--- src/hw/fault_seq_pkg.sv ---
package fault_seq_pkg;

   // Clock rate and derived cycle counts
   localparam int unsigned CLK_PERIOD_PS = 4000;
   localparam int unsigned OPP_TIME_MS   = 160;
   localparam int unsigned FDR_TIME_MS   = 1500;
   localparam int unsigned HVG_TIME_NS   = 10000;
   localparam int unsigned ONT_LONG_NS   = 2000;
   localparam int unsigned ONT_SHORT_NS  = 1000;
   localparam int unsigned OPP_CYCLES    = 32'((OPP_TIME_MS * 64'd1000000000) / CLK_PERIOD_PS);
   localparam int unsigned FDR_CYCLES    = 32'((FDR_TIME_MS * 64'd1000000000) / CLK_PERIOD_PS);
   localparam int unsigned HVG_CYCLES    = (HVG_TIME_NS * 1000) / CLK_PERIOD_PS;
   localparam int unsigned ONT_LONG_CYC  = (ONT_LONG_NS * 1000 + CLK_PERIOD_PS - 1) / CLK_PERIOD_PS;
   localparam int unsigned ONT_SHORT_CYC = (ONT_SHORT_NS * 1000 + CLK_PERIOD_PS - 1) / CLK_PERIOD_PS;
   localparam int unsigned OCP_PULSES    = 3;

   localparam int TMR_W = 32;

   // Sequencer states, one-hot
   typedef enum logic [4:0] {
      ST_OFF     = 5'b0_0001,
      ST_CHECK   = 5'b0_0010,
      ST_RUN     = 5'b0_0100,
      ST_RECOVER = 5'b0_1000,
      ST_WAITOFF = 5'b1_0000
   } seq_state_type;

   // Comparator results from the power stage
   typedef struct packed {
      logic supply_on;       // Supply reached turn-on level
      logic supply_off;      // Supply fell to turn-off threshold
      logic cs_above_opp;    // Current sense above over-power curve
      logic cs_above_ocp;    // Current sense above 1.2 V level
      logic cs_at_ceiling;   // Current sense at 0.8 V ceiling
      logic aux_below_min;   // Aux winding sense below 0.6 V
      logic hvg_above_low;   // High-side gate supply above 12 V
      logic hvg_above_high;  // High-side gate supply above 14 V
      logic over_temp;       // Junction over-temperature flag
      logic pin_fault;       // Program pin short or open
      logic cfg_high;        // Configuration pin high
      logic rdm_large;       // Program resistor at least 55 kOhm
      logic blank_done;      // Leading-edge blanking elapsed
      logic demag_done;      // Demagnetization ended
   } sense_type;

endpackage

--- src/hw/fault_seq.sv ---
`timescale 1ns/100ps
`default_nettype none

////////////////////////////////////////////////////////////////////////////////
// How it works
// - Gate turns off whenever sense reaches the 0.8 V ceiling.
// - Over-power timer counts while sense is above the over-power curve.
// - Uninterrupted 160 ms over-power stops switching and starts 1.5 s recovery.
// - At supply turn-off, over-power or aux below 0.6 V means short circuit.
// - Short circuit starts the 1.5 s recovery at once.
// - Three consecutive over-current gate cycles stop switching, drop run, recover.
// - During recovery no gate pulses are issued; only lockout cycling.
// - After recovery, normal start follows the next supply turn-off.
// - Over-temperature forces a lockout reset and restart cycle.
// - Over-temperature still set at the next turn-on repeats the protection cycle.
// - First pulse on-time over 2 us or 1 us forces lockout reset.
// - Gate supply not above 12 V after 10 us, or above 14 V, resets.
module fault_seq
   import fault_seq_pkg::*;
(
   input  wire logic      clock_i,        // 250 MHz clock
   input  wire logic      rst_n_i,        // Async reset, active low
   input  wire sense_type sense_i,        // Comparator results (asynchronous)
   input  wire logic      pulse_req_i,    // Loop requests low-side pulse (same clock)
   output logic           low_side_gate_pulse_o, // Gated low-side pulse
   output logic           run_o,          // Run enable
   output logic           lockout_req_o,  // Request lockout reset, level
   output logic           fault_wait_o    // Long recovery in progress
);

   ////////////////////////////////////////////////////////////////////////////////
   // Reset release synchroniser
   // Assertion is immediate; release waits two edges so no flop sees a runt release
   logic rst_s1_r;                        // First release stage
   logic rst_s2_r;                        // Second release stage, feeds the internal reset
   always_ff @(posedge clock_i or negedge rst_n_i) begin
      if (!rst_n_i) begin
         rst_s1_r <= 1'b0;
         rst_s2_r <= 1'b0;
      end else begin
         rst_s1_r <= 1'b1;
         rst_s2_r <= rst_s1_r;
      end
   end
   wire logic rst_n = rst_s2_r;

   ////////////////////////////////////////////////////////////////////////////////
   // Three-stage input synchroniser; a change counts when stages 2 and 3 agree
   // Stages reset low, the idle level of the supply comparators, so no false edge follows reset
   localparam int SW = $bits(sense_type);
   logic [SW-1:0] s1_r;                   // First capture stage, may go metastable
   logic [SW-1:0] s2_r;                   // Second stage
   logic [SW-1:0] s3_r;                   // Third stage
   logic [SW-1:0] sen_r;                  // Qualified comparator levels
   genvar g;
   generate
      for (g = 0; g < SW; g++) begin : g_sync
         always_ff @(posedge clock_i or negedge rst_n) begin
            if (!rst_n) begin
               s1_r[g]  <= 1'b0;
               s2_r[g]  <= 1'b0;
               s3_r[g]  <= 1'b0;
               sen_r[g] <= 1'b0;
            end else begin
               s1_r[g] <= sense_i[g];
               s2_r[g] <= s1_r[g];
               s3_r[g] <= s2_r[g];
               if (s2_r[g] == s3_r[g]) begin
                  sen_r[g] <= s3_r[g];
               end
            end
         end
      end
   endgenerate
   sense_type sen;
   assign sen = sense_type'(sen_r);

   ////////////////////////////////////////////////////////////////////////////////
   // State and counters
   seq_state_type    state_r;             // Sequencer state
   seq_state_type    state_nxt;           // Next sequencer state
   logic [TMR_W-1:0] opp_cnt_r;           // Over-power persistence timer
   logic [TMR_W-1:0] fdr_cnt_r;           // Long recovery timer
   logic [TMR_W-1:0] chk_cnt_r;           // Turn-on gate supply window
   logic [TMR_W-1:0] ont_cnt_r;           // First-pulse on-time
   logic [1:0]       ocp_run_r;           // Consecutive over-current pulses
   logic             first_r;             // No pulse has ended since entering run
   logic             ocp_seen_r;          // Over-current seen in the current pulse
   logic             gate_r;              // Registered gate
   logic             run_r;               // Registered run enable
   logic             lock_r;              // Registered lockout request
   logic             ceil_cut_r;          // Pulse cut by the ceiling until the request drops
   logic             supply_off_d_r;      // Turn-off comparator, last cycle
   logic             supply_on_d_r;       // Turn-on comparator, last cycle

   // Edges of supply level comparators
   // Levels are compared with their last value; only rising edges are events
   wire logic off_edge  = sen.supply_off & ~supply_off_d_r;
   wire logic on_edge   = sen.supply_on & ~supply_on_d_r;

   // Pulse gating: ceiling ends the pulse in the same cycle it is seen, and the
   // cut holds until the loop drops its request, so one request makes one pulse
   wire logic gate_ok   = (state_r == ST_RUN) & ~lock_r;
   wire logic ceil_hit  = gate_r & pulse_req_i & sen.cs_at_ceiling;
   wire logic gate_nxt  = gate_ok & pulse_req_i & ~sen.cs_at_ceiling & ~ceil_cut_r;
   wire logic pulse_end = gate_r & ~gate_nxt;

   // On-time limit for the first pulse; longer limit when cfg high or resistor large
   // Counted in whole cycles, so a pulse is cut one cycle past the limit
   wire logic [TMR_W-1:0] ont_lim = (sen.cfg_high | sen.rdm_large) ?
                                     TMR_W'(ONT_LONG_CYC) : TMR_W'(ONT_SHORT_CYC);
   wire logic ont_fault = first_r & gate_r & (ont_cnt_r >= ont_lim);

   // Over-current seen inside the sensing window of a pulse cycle
   wire logic ocp_window = sen.blank_done & ~sen.demag_done;
   wire logic ocp_trip   = pulse_end & (ocp_run_r == 2'(OCP_PULSES - 1))
                           & (ocp_seen_r | (ocp_window & sen.cs_above_ocp));

   // Over-power timer expiry: condition held without break
   wire logic opp_trip   = (opp_cnt_r >= TMR_W'(OPP_CYCLES - 1)) & sen.cs_above_opp;

   // Short circuit check at supply turn-off
   // Judged only in run; a turn-off in run without a short is a plain lockout
   wire logic scp_trip   = off_edge & (sen.cs_above_opp | sen.aux_below_min);

   // Gate supply checks after turn-on
   // The low check is made once, at the end of the settle window
   wire logic hvg_fault  = sen.hvg_above_high
                           | ((state_r == ST_CHECK) & (chk_cnt_r >= TMR_W'(HVG_CYCLES))
                              & ~sen.hvg_above_low);

   // Immediate lockout resets
   wire logic lock_now   = sen.over_temp | hvg_fault | ont_fault
                           | ((state_r == ST_CHECK) & sen.pin_fault);

   // Faults that need the long recovery rather than a plain lockout
   wire logic long_fault = (state_r == ST_RUN) & (opp_trip | ocp_trip | scp_trip);

   // Recovery ends after the full count
   wire logic fdr_done   = fdr_cnt_r >= TMR_W'(FDR_CYCLES - 1);

   ////////////////////////////////////////////////////////////////////////////////
   // Sequencer next state
   always_comb begin
      state_nxt = state_r;
      unique case (state_r)
         ST_OFF: begin
            // Over-temperature still set at turn-on starts another lockout cycle
            if (on_edge & sen.over_temp) begin
               state_nxt = ST_WAITOFF;
            end else if (on_edge) begin
               state_nxt = ST_CHECK;
            end
         end
         ST_CHECK: begin
            // Pin and gate supply faults are judged inside the turn-on window
            if (lock_now) begin
               state_nxt = ST_WAITOFF;
            end else if (chk_cnt_r >= TMR_W'(HVG_CYCLES)) begin
               state_nxt = ST_RUN;
            end
         end
         ST_RUN: begin
            // Long faults win over plain lockouts so recovery is never skipped
            if (long_fault) begin
               state_nxt = ST_RECOVER;
            end else if (lock_now | off_edge) begin
               state_nxt = ST_WAITOFF;
            end
         end
         ST_RECOVER: begin
            // Turn-off edges are ignored here: only the lockout cycle runs
            if (fdr_done) begin
               state_nxt = ST_WAITOFF;
            end
         end
         ST_WAITOFF: begin
            // The next turn-off edge ends the lockout cycle
            if (off_edge) begin
               state_nxt = ST_OFF;
            end
         end
         default: state_nxt = ST_WAITOFF;
      endcase
   end

   ////////////////////////////////////////////////////////////////////////////////
   // State, edge history and outputs
   always_ff @(posedge clock_i or negedge rst_n) begin
      if (!rst_n) begin
         state_r        <= ST_OFF;
         supply_off_d_r <= 1'b0;
         supply_on_d_r  <= 1'b0;
         gate_r         <= 1'b0;
         run_r          <= 1'b0;
         lock_r         <= 1'b0;
      end else begin
         state_r        <= state_nxt;
         supply_off_d_r <= sen.supply_off;
         supply_on_d_r  <= sen.supply_on;
         gate_r         <= gate_nxt & (state_nxt == ST_RUN);
         run_r          <= (state_nxt == ST_RUN);
         lock_r         <= (state_nxt == ST_WAITOFF) | (state_nxt == ST_RECOVER);
      end
   end

   ////////////////////////////////////////////////////////////////////////////////
   // 32-bit timers hold the 1.5 s recovery, which needs 29 bits at 250 MHz
   // Over-power timer: clears on any break in the condition
   always_ff @(posedge clock_i or negedge rst_n) begin
      if (!rst_n) begin
         opp_cnt_r <= '0;
      end else if ((state_r == ST_RUN) & sen.cs_above_opp & ~opp_trip) begin
         opp_cnt_r <= opp_cnt_r + 1'b1;
      end else begin
         opp_cnt_r <= '0;
      end
   end

   // Recovery timer runs only in the long fault wait; no pulses meanwhile
   always_ff @(posedge clock_i or negedge rst_n) begin
      if (!rst_n) begin
         fdr_cnt_r <= '0;
      end else if (state_r == ST_RECOVER) begin
         fdr_cnt_r <= fdr_cnt_r + 1'b1;
      end else begin
         fdr_cnt_r <= '0;
      end
   end

   // Turn-on check timer for the gate supply settle window
   always_ff @(posedge clock_i or negedge rst_n) begin
      if (!rst_n) begin
         chk_cnt_r <= '0;
      end else if (state_r == ST_CHECK) begin
         chk_cnt_r <= chk_cnt_r + 1'b1;
      end else begin
         chk_cnt_r <= '0;
      end
   end

   // Ceiling cut latch; without it the falling sense would restart the gate
   // within one request and the peak would be reached again and again
   always_ff @(posedge clock_i or negedge rst_n) begin
      if (!rst_n) begin
         ceil_cut_r <= 1'b0;
      end else if (ceil_hit) begin
         ceil_cut_r <= 1'b1;
      end else if (!pulse_req_i) begin
         ceil_cut_r <= 1'b0;
      end
   end

   ////////////////////////////////////////////////////////////////////////////////
   // Pulse bookkeeping: first-pulse on-time and consecutive over-current run
   // Only the first pulse after entering run is timed; later pulses are free
   always_ff @(posedge clock_i or negedge rst_n) begin
      if (!rst_n) begin
         ont_cnt_r  <= '0;
         first_r    <= 1'b1;
         ocp_seen_r <= 1'b0;
         ocp_run_r  <= '0;
      end else if (state_r != ST_RUN) begin
         ont_cnt_r  <= '0;
         first_r    <= 1'b1;
         ocp_seen_r <= 1'b0;
         ocp_run_r  <= '0;
      end else begin
         ont_cnt_r <= gate_r ? ont_cnt_r + 1'b1 : '0;
         if (pulse_end) begin
            first_r    <= 1'b0;
            ocp_seen_r <= 1'b0;
            // A clean cycle breaks the consecutive run
            if (ocp_seen_r | (ocp_window & sen.cs_above_ocp)) begin
               ocp_run_r <= (ocp_run_r == 2'(OCP_PULSES - 1)) ? '0 : ocp_run_r + 1'b1;
            end else begin
               ocp_run_r <= '0;
            end
         end else if (gate_r & ocp_window & sen.cs_above_ocp) begin
            ocp_seen_r <= 1'b1;
         end
      end
   end

   ////////////////////////////////////////////////////////////////////////////////
   // Outputs, each straight from its flip-flop
   assign low_side_gate_pulse_o = gate_r;
   assign run_o                 = run_r;
   assign lockout_req_o         = lock_r;

   // Recovery flag registered so the output comes straight from a flip-flop
   logic fw_r;
   always_ff @(posedge clock_i or negedge rst_n) begin
      if (!rst_n) begin
         fw_r <= 1'b0;
      end else begin
         fw_r <= (state_nxt == ST_RECOVER);
      end
   end
   assign fault_wait_o = fw_r;

endmodule

`default_nettype wire

--- config.mk ---
export PLATFORM = sky130hd
export DESIGN_NAME = fault_seq
export DESIGN_NICKNAME = d
export VERILOG_FILES = /design/src/hw/fault_seq_pkg.sv /design/src/hw/fault_seq.sv
export SDC_FILE = /design/constraint.sdc
export NUM_CORES = 1
export LEC_CHECK = 0
export BUFFER_PORTS_ARGS = -buffer_cell sky130_fd_sc_hd__buf_2
export CAP_MARGIN = 20
export CORE_MARGIN = 2
export CORE_UTILIZATION = 25
export DETAILED_ROUTE_END_ITERATION = 12
export PLACE_DENSITY = 0.5
export REMOVE_ABC_BUFFERS = 1
export SKIP_CTS_REPAIR_TIMING = 1
export SYNTH_ARGS = -nofsm -noshare
export SYNTH_HDL_FRONTEND = slang
export SYNTH_SLANG_ARGS = --single-unit
--- constraint.sdc ---
create_clock -name clock_i -period 5.5 [get_ports clock_i]
set_input_delay 0.55 -clock clock_i [delete_from_list [all_inputs] [get_ports clock_i]]
set_output_delay 0.55 -clock clock_i [all_outputs]
set_load 0.02 [all_outputs]
==> results.md <==
* Top cell family by delay on the critical path: simple AND/OR/NAND/NOR gates
* Cell taking the most area after synthesis: dfrtp_1
* Slowest CP cell: nor4_1
* Fill count at ~3500
* Synthesis Warnings at 0
* Worst Path Arrival at 2.89 ns
* H-tree depth at 1
* Crit path cell chain: ha_1 -> and4_1 -> nand3_1 -> nor4_1 -> nand4_1 -> or3_1 -> a21oi_1
* Clock insertion delay at the later pin of the skew report at 0.51 ns
* # DRC at 0
* Clock buffer depth at 3
* Num ports at 21
* Area grow syn2layout at 18.0%
* Total gr overflow at 0
* Initial antenna violation count at 0
* Slew @ Worst Pin at about 0.92 ns
* Crit Path Class: register to register
* Root Buffer: clkbuf_16
* Worst Setup Start Kind: register
* Layout cells sized above 1 at 0.0870
* Cells after DPL at between 1000 and 1500
* Post-synth EDFFs at 0
* CTS tree: built
* Period utilization at 0.447
* Post-synthesis sequential area ratio at 0.589
* Maxcap violations at 0
* Setup TNS at 0 ns
* Reg clk slew, reported paths at 0.06 ns
* Max_slew headroom at 0.385
* Vias post-DR at ~5700
* Core Region at approximately 34000 µm²
* Ant diodes at 0
* Port buffer count at 20
* Die Y at 189 µm
* Crit path buf inv count at 0
* WL final at between 15000 and 20000 µm
* Tot GR Track Use at 0.0933
* Peak supply drop at between 200 and 250 µV
* Placer Congestion at between 0.7 and 0.8
* Yosys top cell area share at 0.583
* Worst clock skew at between 0.009 and 0.01 ns
* Min-delay worst type: primary input to register
* Endpoints failing setup at 0
* Power per cell area at between 300 and 400 nW/µm²
* Clock buffer count from CTS at 23
* Mapped Area at ~8600 µm²
* Crit path required time at about 5.9 ns
* Antenna Nets Post-Route at 0
* Global-route wire length before repair at ~28000 µm
* DIE AREA at between 30000 and 40000 µm²
* Vias per inst at approximately 4.3
* Die width at 189 µm
* HPWL after DPL at around 10000 µm
* Number of global-route vias before repair at 5597
* Sink Count at 202
* Final-stage net count at 870
* RSZ-0062 raised after global routing: false
* Initial Utilization at 0.255
* TritonRoute pass-1 iters at 4
* Synth cell types at 55
* CP max stage delay at 0.51 ns
* Largest cells by area after synthesis: dfrtp_1 58%, xor2_1 6.6%, nor2_1 6.0%, xnor2_1 3.4%, nand3_1 2.7%
* Leak Pwr at 0.00407 µW
* Maximum number of pins on one net before global-route repair at 115
* Post-route insts no fill at ~1300
* Final hold viol count at 0
* Fmax achieved at about 400 MHz
* Final slew viol count at 0
* # rows at between 60 and 70
* Gate Count Post-Synth at 806
* Crit end category: register
* Final min period at about 2.5 ns
* Max Fanout on Critical Path at 7
* Synthesized area per cell at 10.6 µm²
* DRC violation total after the first TritonRoute iteration at a little over 300
* Seq cells post-synth at 202
* Ys async rst share at 1.00
* Top_reg_cell synth: dfrtp_1
* Outcome: complete, no violations
* Drt wl/cell at around 12 µm
## path summary, 6_finish.rpt
path,start,endpoint,slack [ns],cells after the start
worst max-delay path,fdr_cnt_r[0]$_DFF_PN0_,fdr_cnt_r[28]$_DFF_PN0_,3.04,7
worst min-delay path,sense_i[3],s1_r[3]$_DFF_PN0_,0.14,1
worst max register to register,fdr_cnt_r[0]$_DFF_PN0_,fdr_cnt_r[28]$_DFF_PN0_,3.04,7
worst min register to register,s1_r[3]$_DFF_PN0_,s2_r[3]$_DFF_PN0_,0.35,0
max in group asynchronous,rst_n$_DFF_PN0_,s1_r[5]$_DFF_PN0_,3.89,1
min in group asynchronous,rst_n_i,rst_n$_DFF_PN0_,0.35,2
## cell type report
type                       instances  area [µm²]  area share
clock buffer                      29         658      0.0650
clock inverter                    12         199      0.0197
inverter                          21        78.8     0.00779
multi-input combinational        572        3390       0.335
sequential                       202        5060       0.500
tap                              448         561      0.0554
timing repair buffer              26         168      0.0166
## Yosys cell counts, drive strengths merged (2+ instances only)
cell	instances
a2111oi	2
a211o	2
a211oi	2
a21oi	22
a22oi	2
a31oi	3
and2	4
and3	26
and4	9
clkbuf	15
conb	2
dfrtp	200
dfstp	2
ha	7
inv	21
maj3	14
mux2i	2
nand2	58
nand3	47
nand3b	2
nand4	19
nor2	136
nor2b	8
nor3	13
nor4	15
nor4b	2
o21ai	30
o22ai	2
o31ai	2
or2	3
or3	18
or4	2
xnor2	33
xor2	65
## logic make-up after synthesis
group	Yosys count	synth area share
and+or+nand+nor	367	0.209
DFF	202	0.589
xor gates and xnor gates	98	0.100
AOI/OAI and AO/OA	77	0.0551
buffers and inverters	37	0.0171
adders and majority gates	21	0.0265
other	2	0.000875
muxes	2	0.00233
## registers in the layout (all words and copies together) (netlist names), 2 cells and up
register	cells
chk_cnt_r	32
fdr_cnt_r	32
ocp_run_r	2
ont_cnt_r	32
opp_cnt_r	32
s1_r	14
s2_r	14
s3_r	14
sen	14
state_r	5
## routing by layer
layer / up-vias / GRT usage / share of wire
li1: 2840 / - / -
met1: 2749 / 0.133 / 0.50
met2: 48 / 0.142 / 0.44
met3: 31 / 0.0172 / 0.026
met4: 0 / 0.0307 / 0.029
met5: - / 0 / 0
## metrics by stage
stage,setup WS (ns),cell area [µm²],utilization,hold WS [ns],power [µW]
final,3.04,10100,0.300,0.142,3320
after global routing,2.83,10100,0.300,0.117,3460
after CTS,3.01,10100,0.300,-0.210,3380
after detailed placement,3.03,9240,0.274,0.336,1660
after global placement,3.02,9240,0.274,0.334,1660
after floorplan,-0.542,8530,-,0.254,1620
## cells in the final DEF, fill, tap and decap left out, types with 14 or more instances in the layout
master     count
dfrtp_1      199
nor2_1       136
xor2_1        65
nand2_1       58
nand3_1       47
xnor2_1       33
o21ai_0       28
and3_1        26
clkbuf_16     23
a21oi_1       22
inv_1         21
buf_2         20
nand4_1       19
or3_1         17
nor4_1        15
maj3_1        14
## report_power, final
group          total, µW  switching (µW)  internal (µW)
sequential          1550            30.5           1520
combinational       73.5            45.2           28.3
clock               1690             613           1080
total               3320             689           2630
No activity file was read; power rests on OpenSTA's default activity.
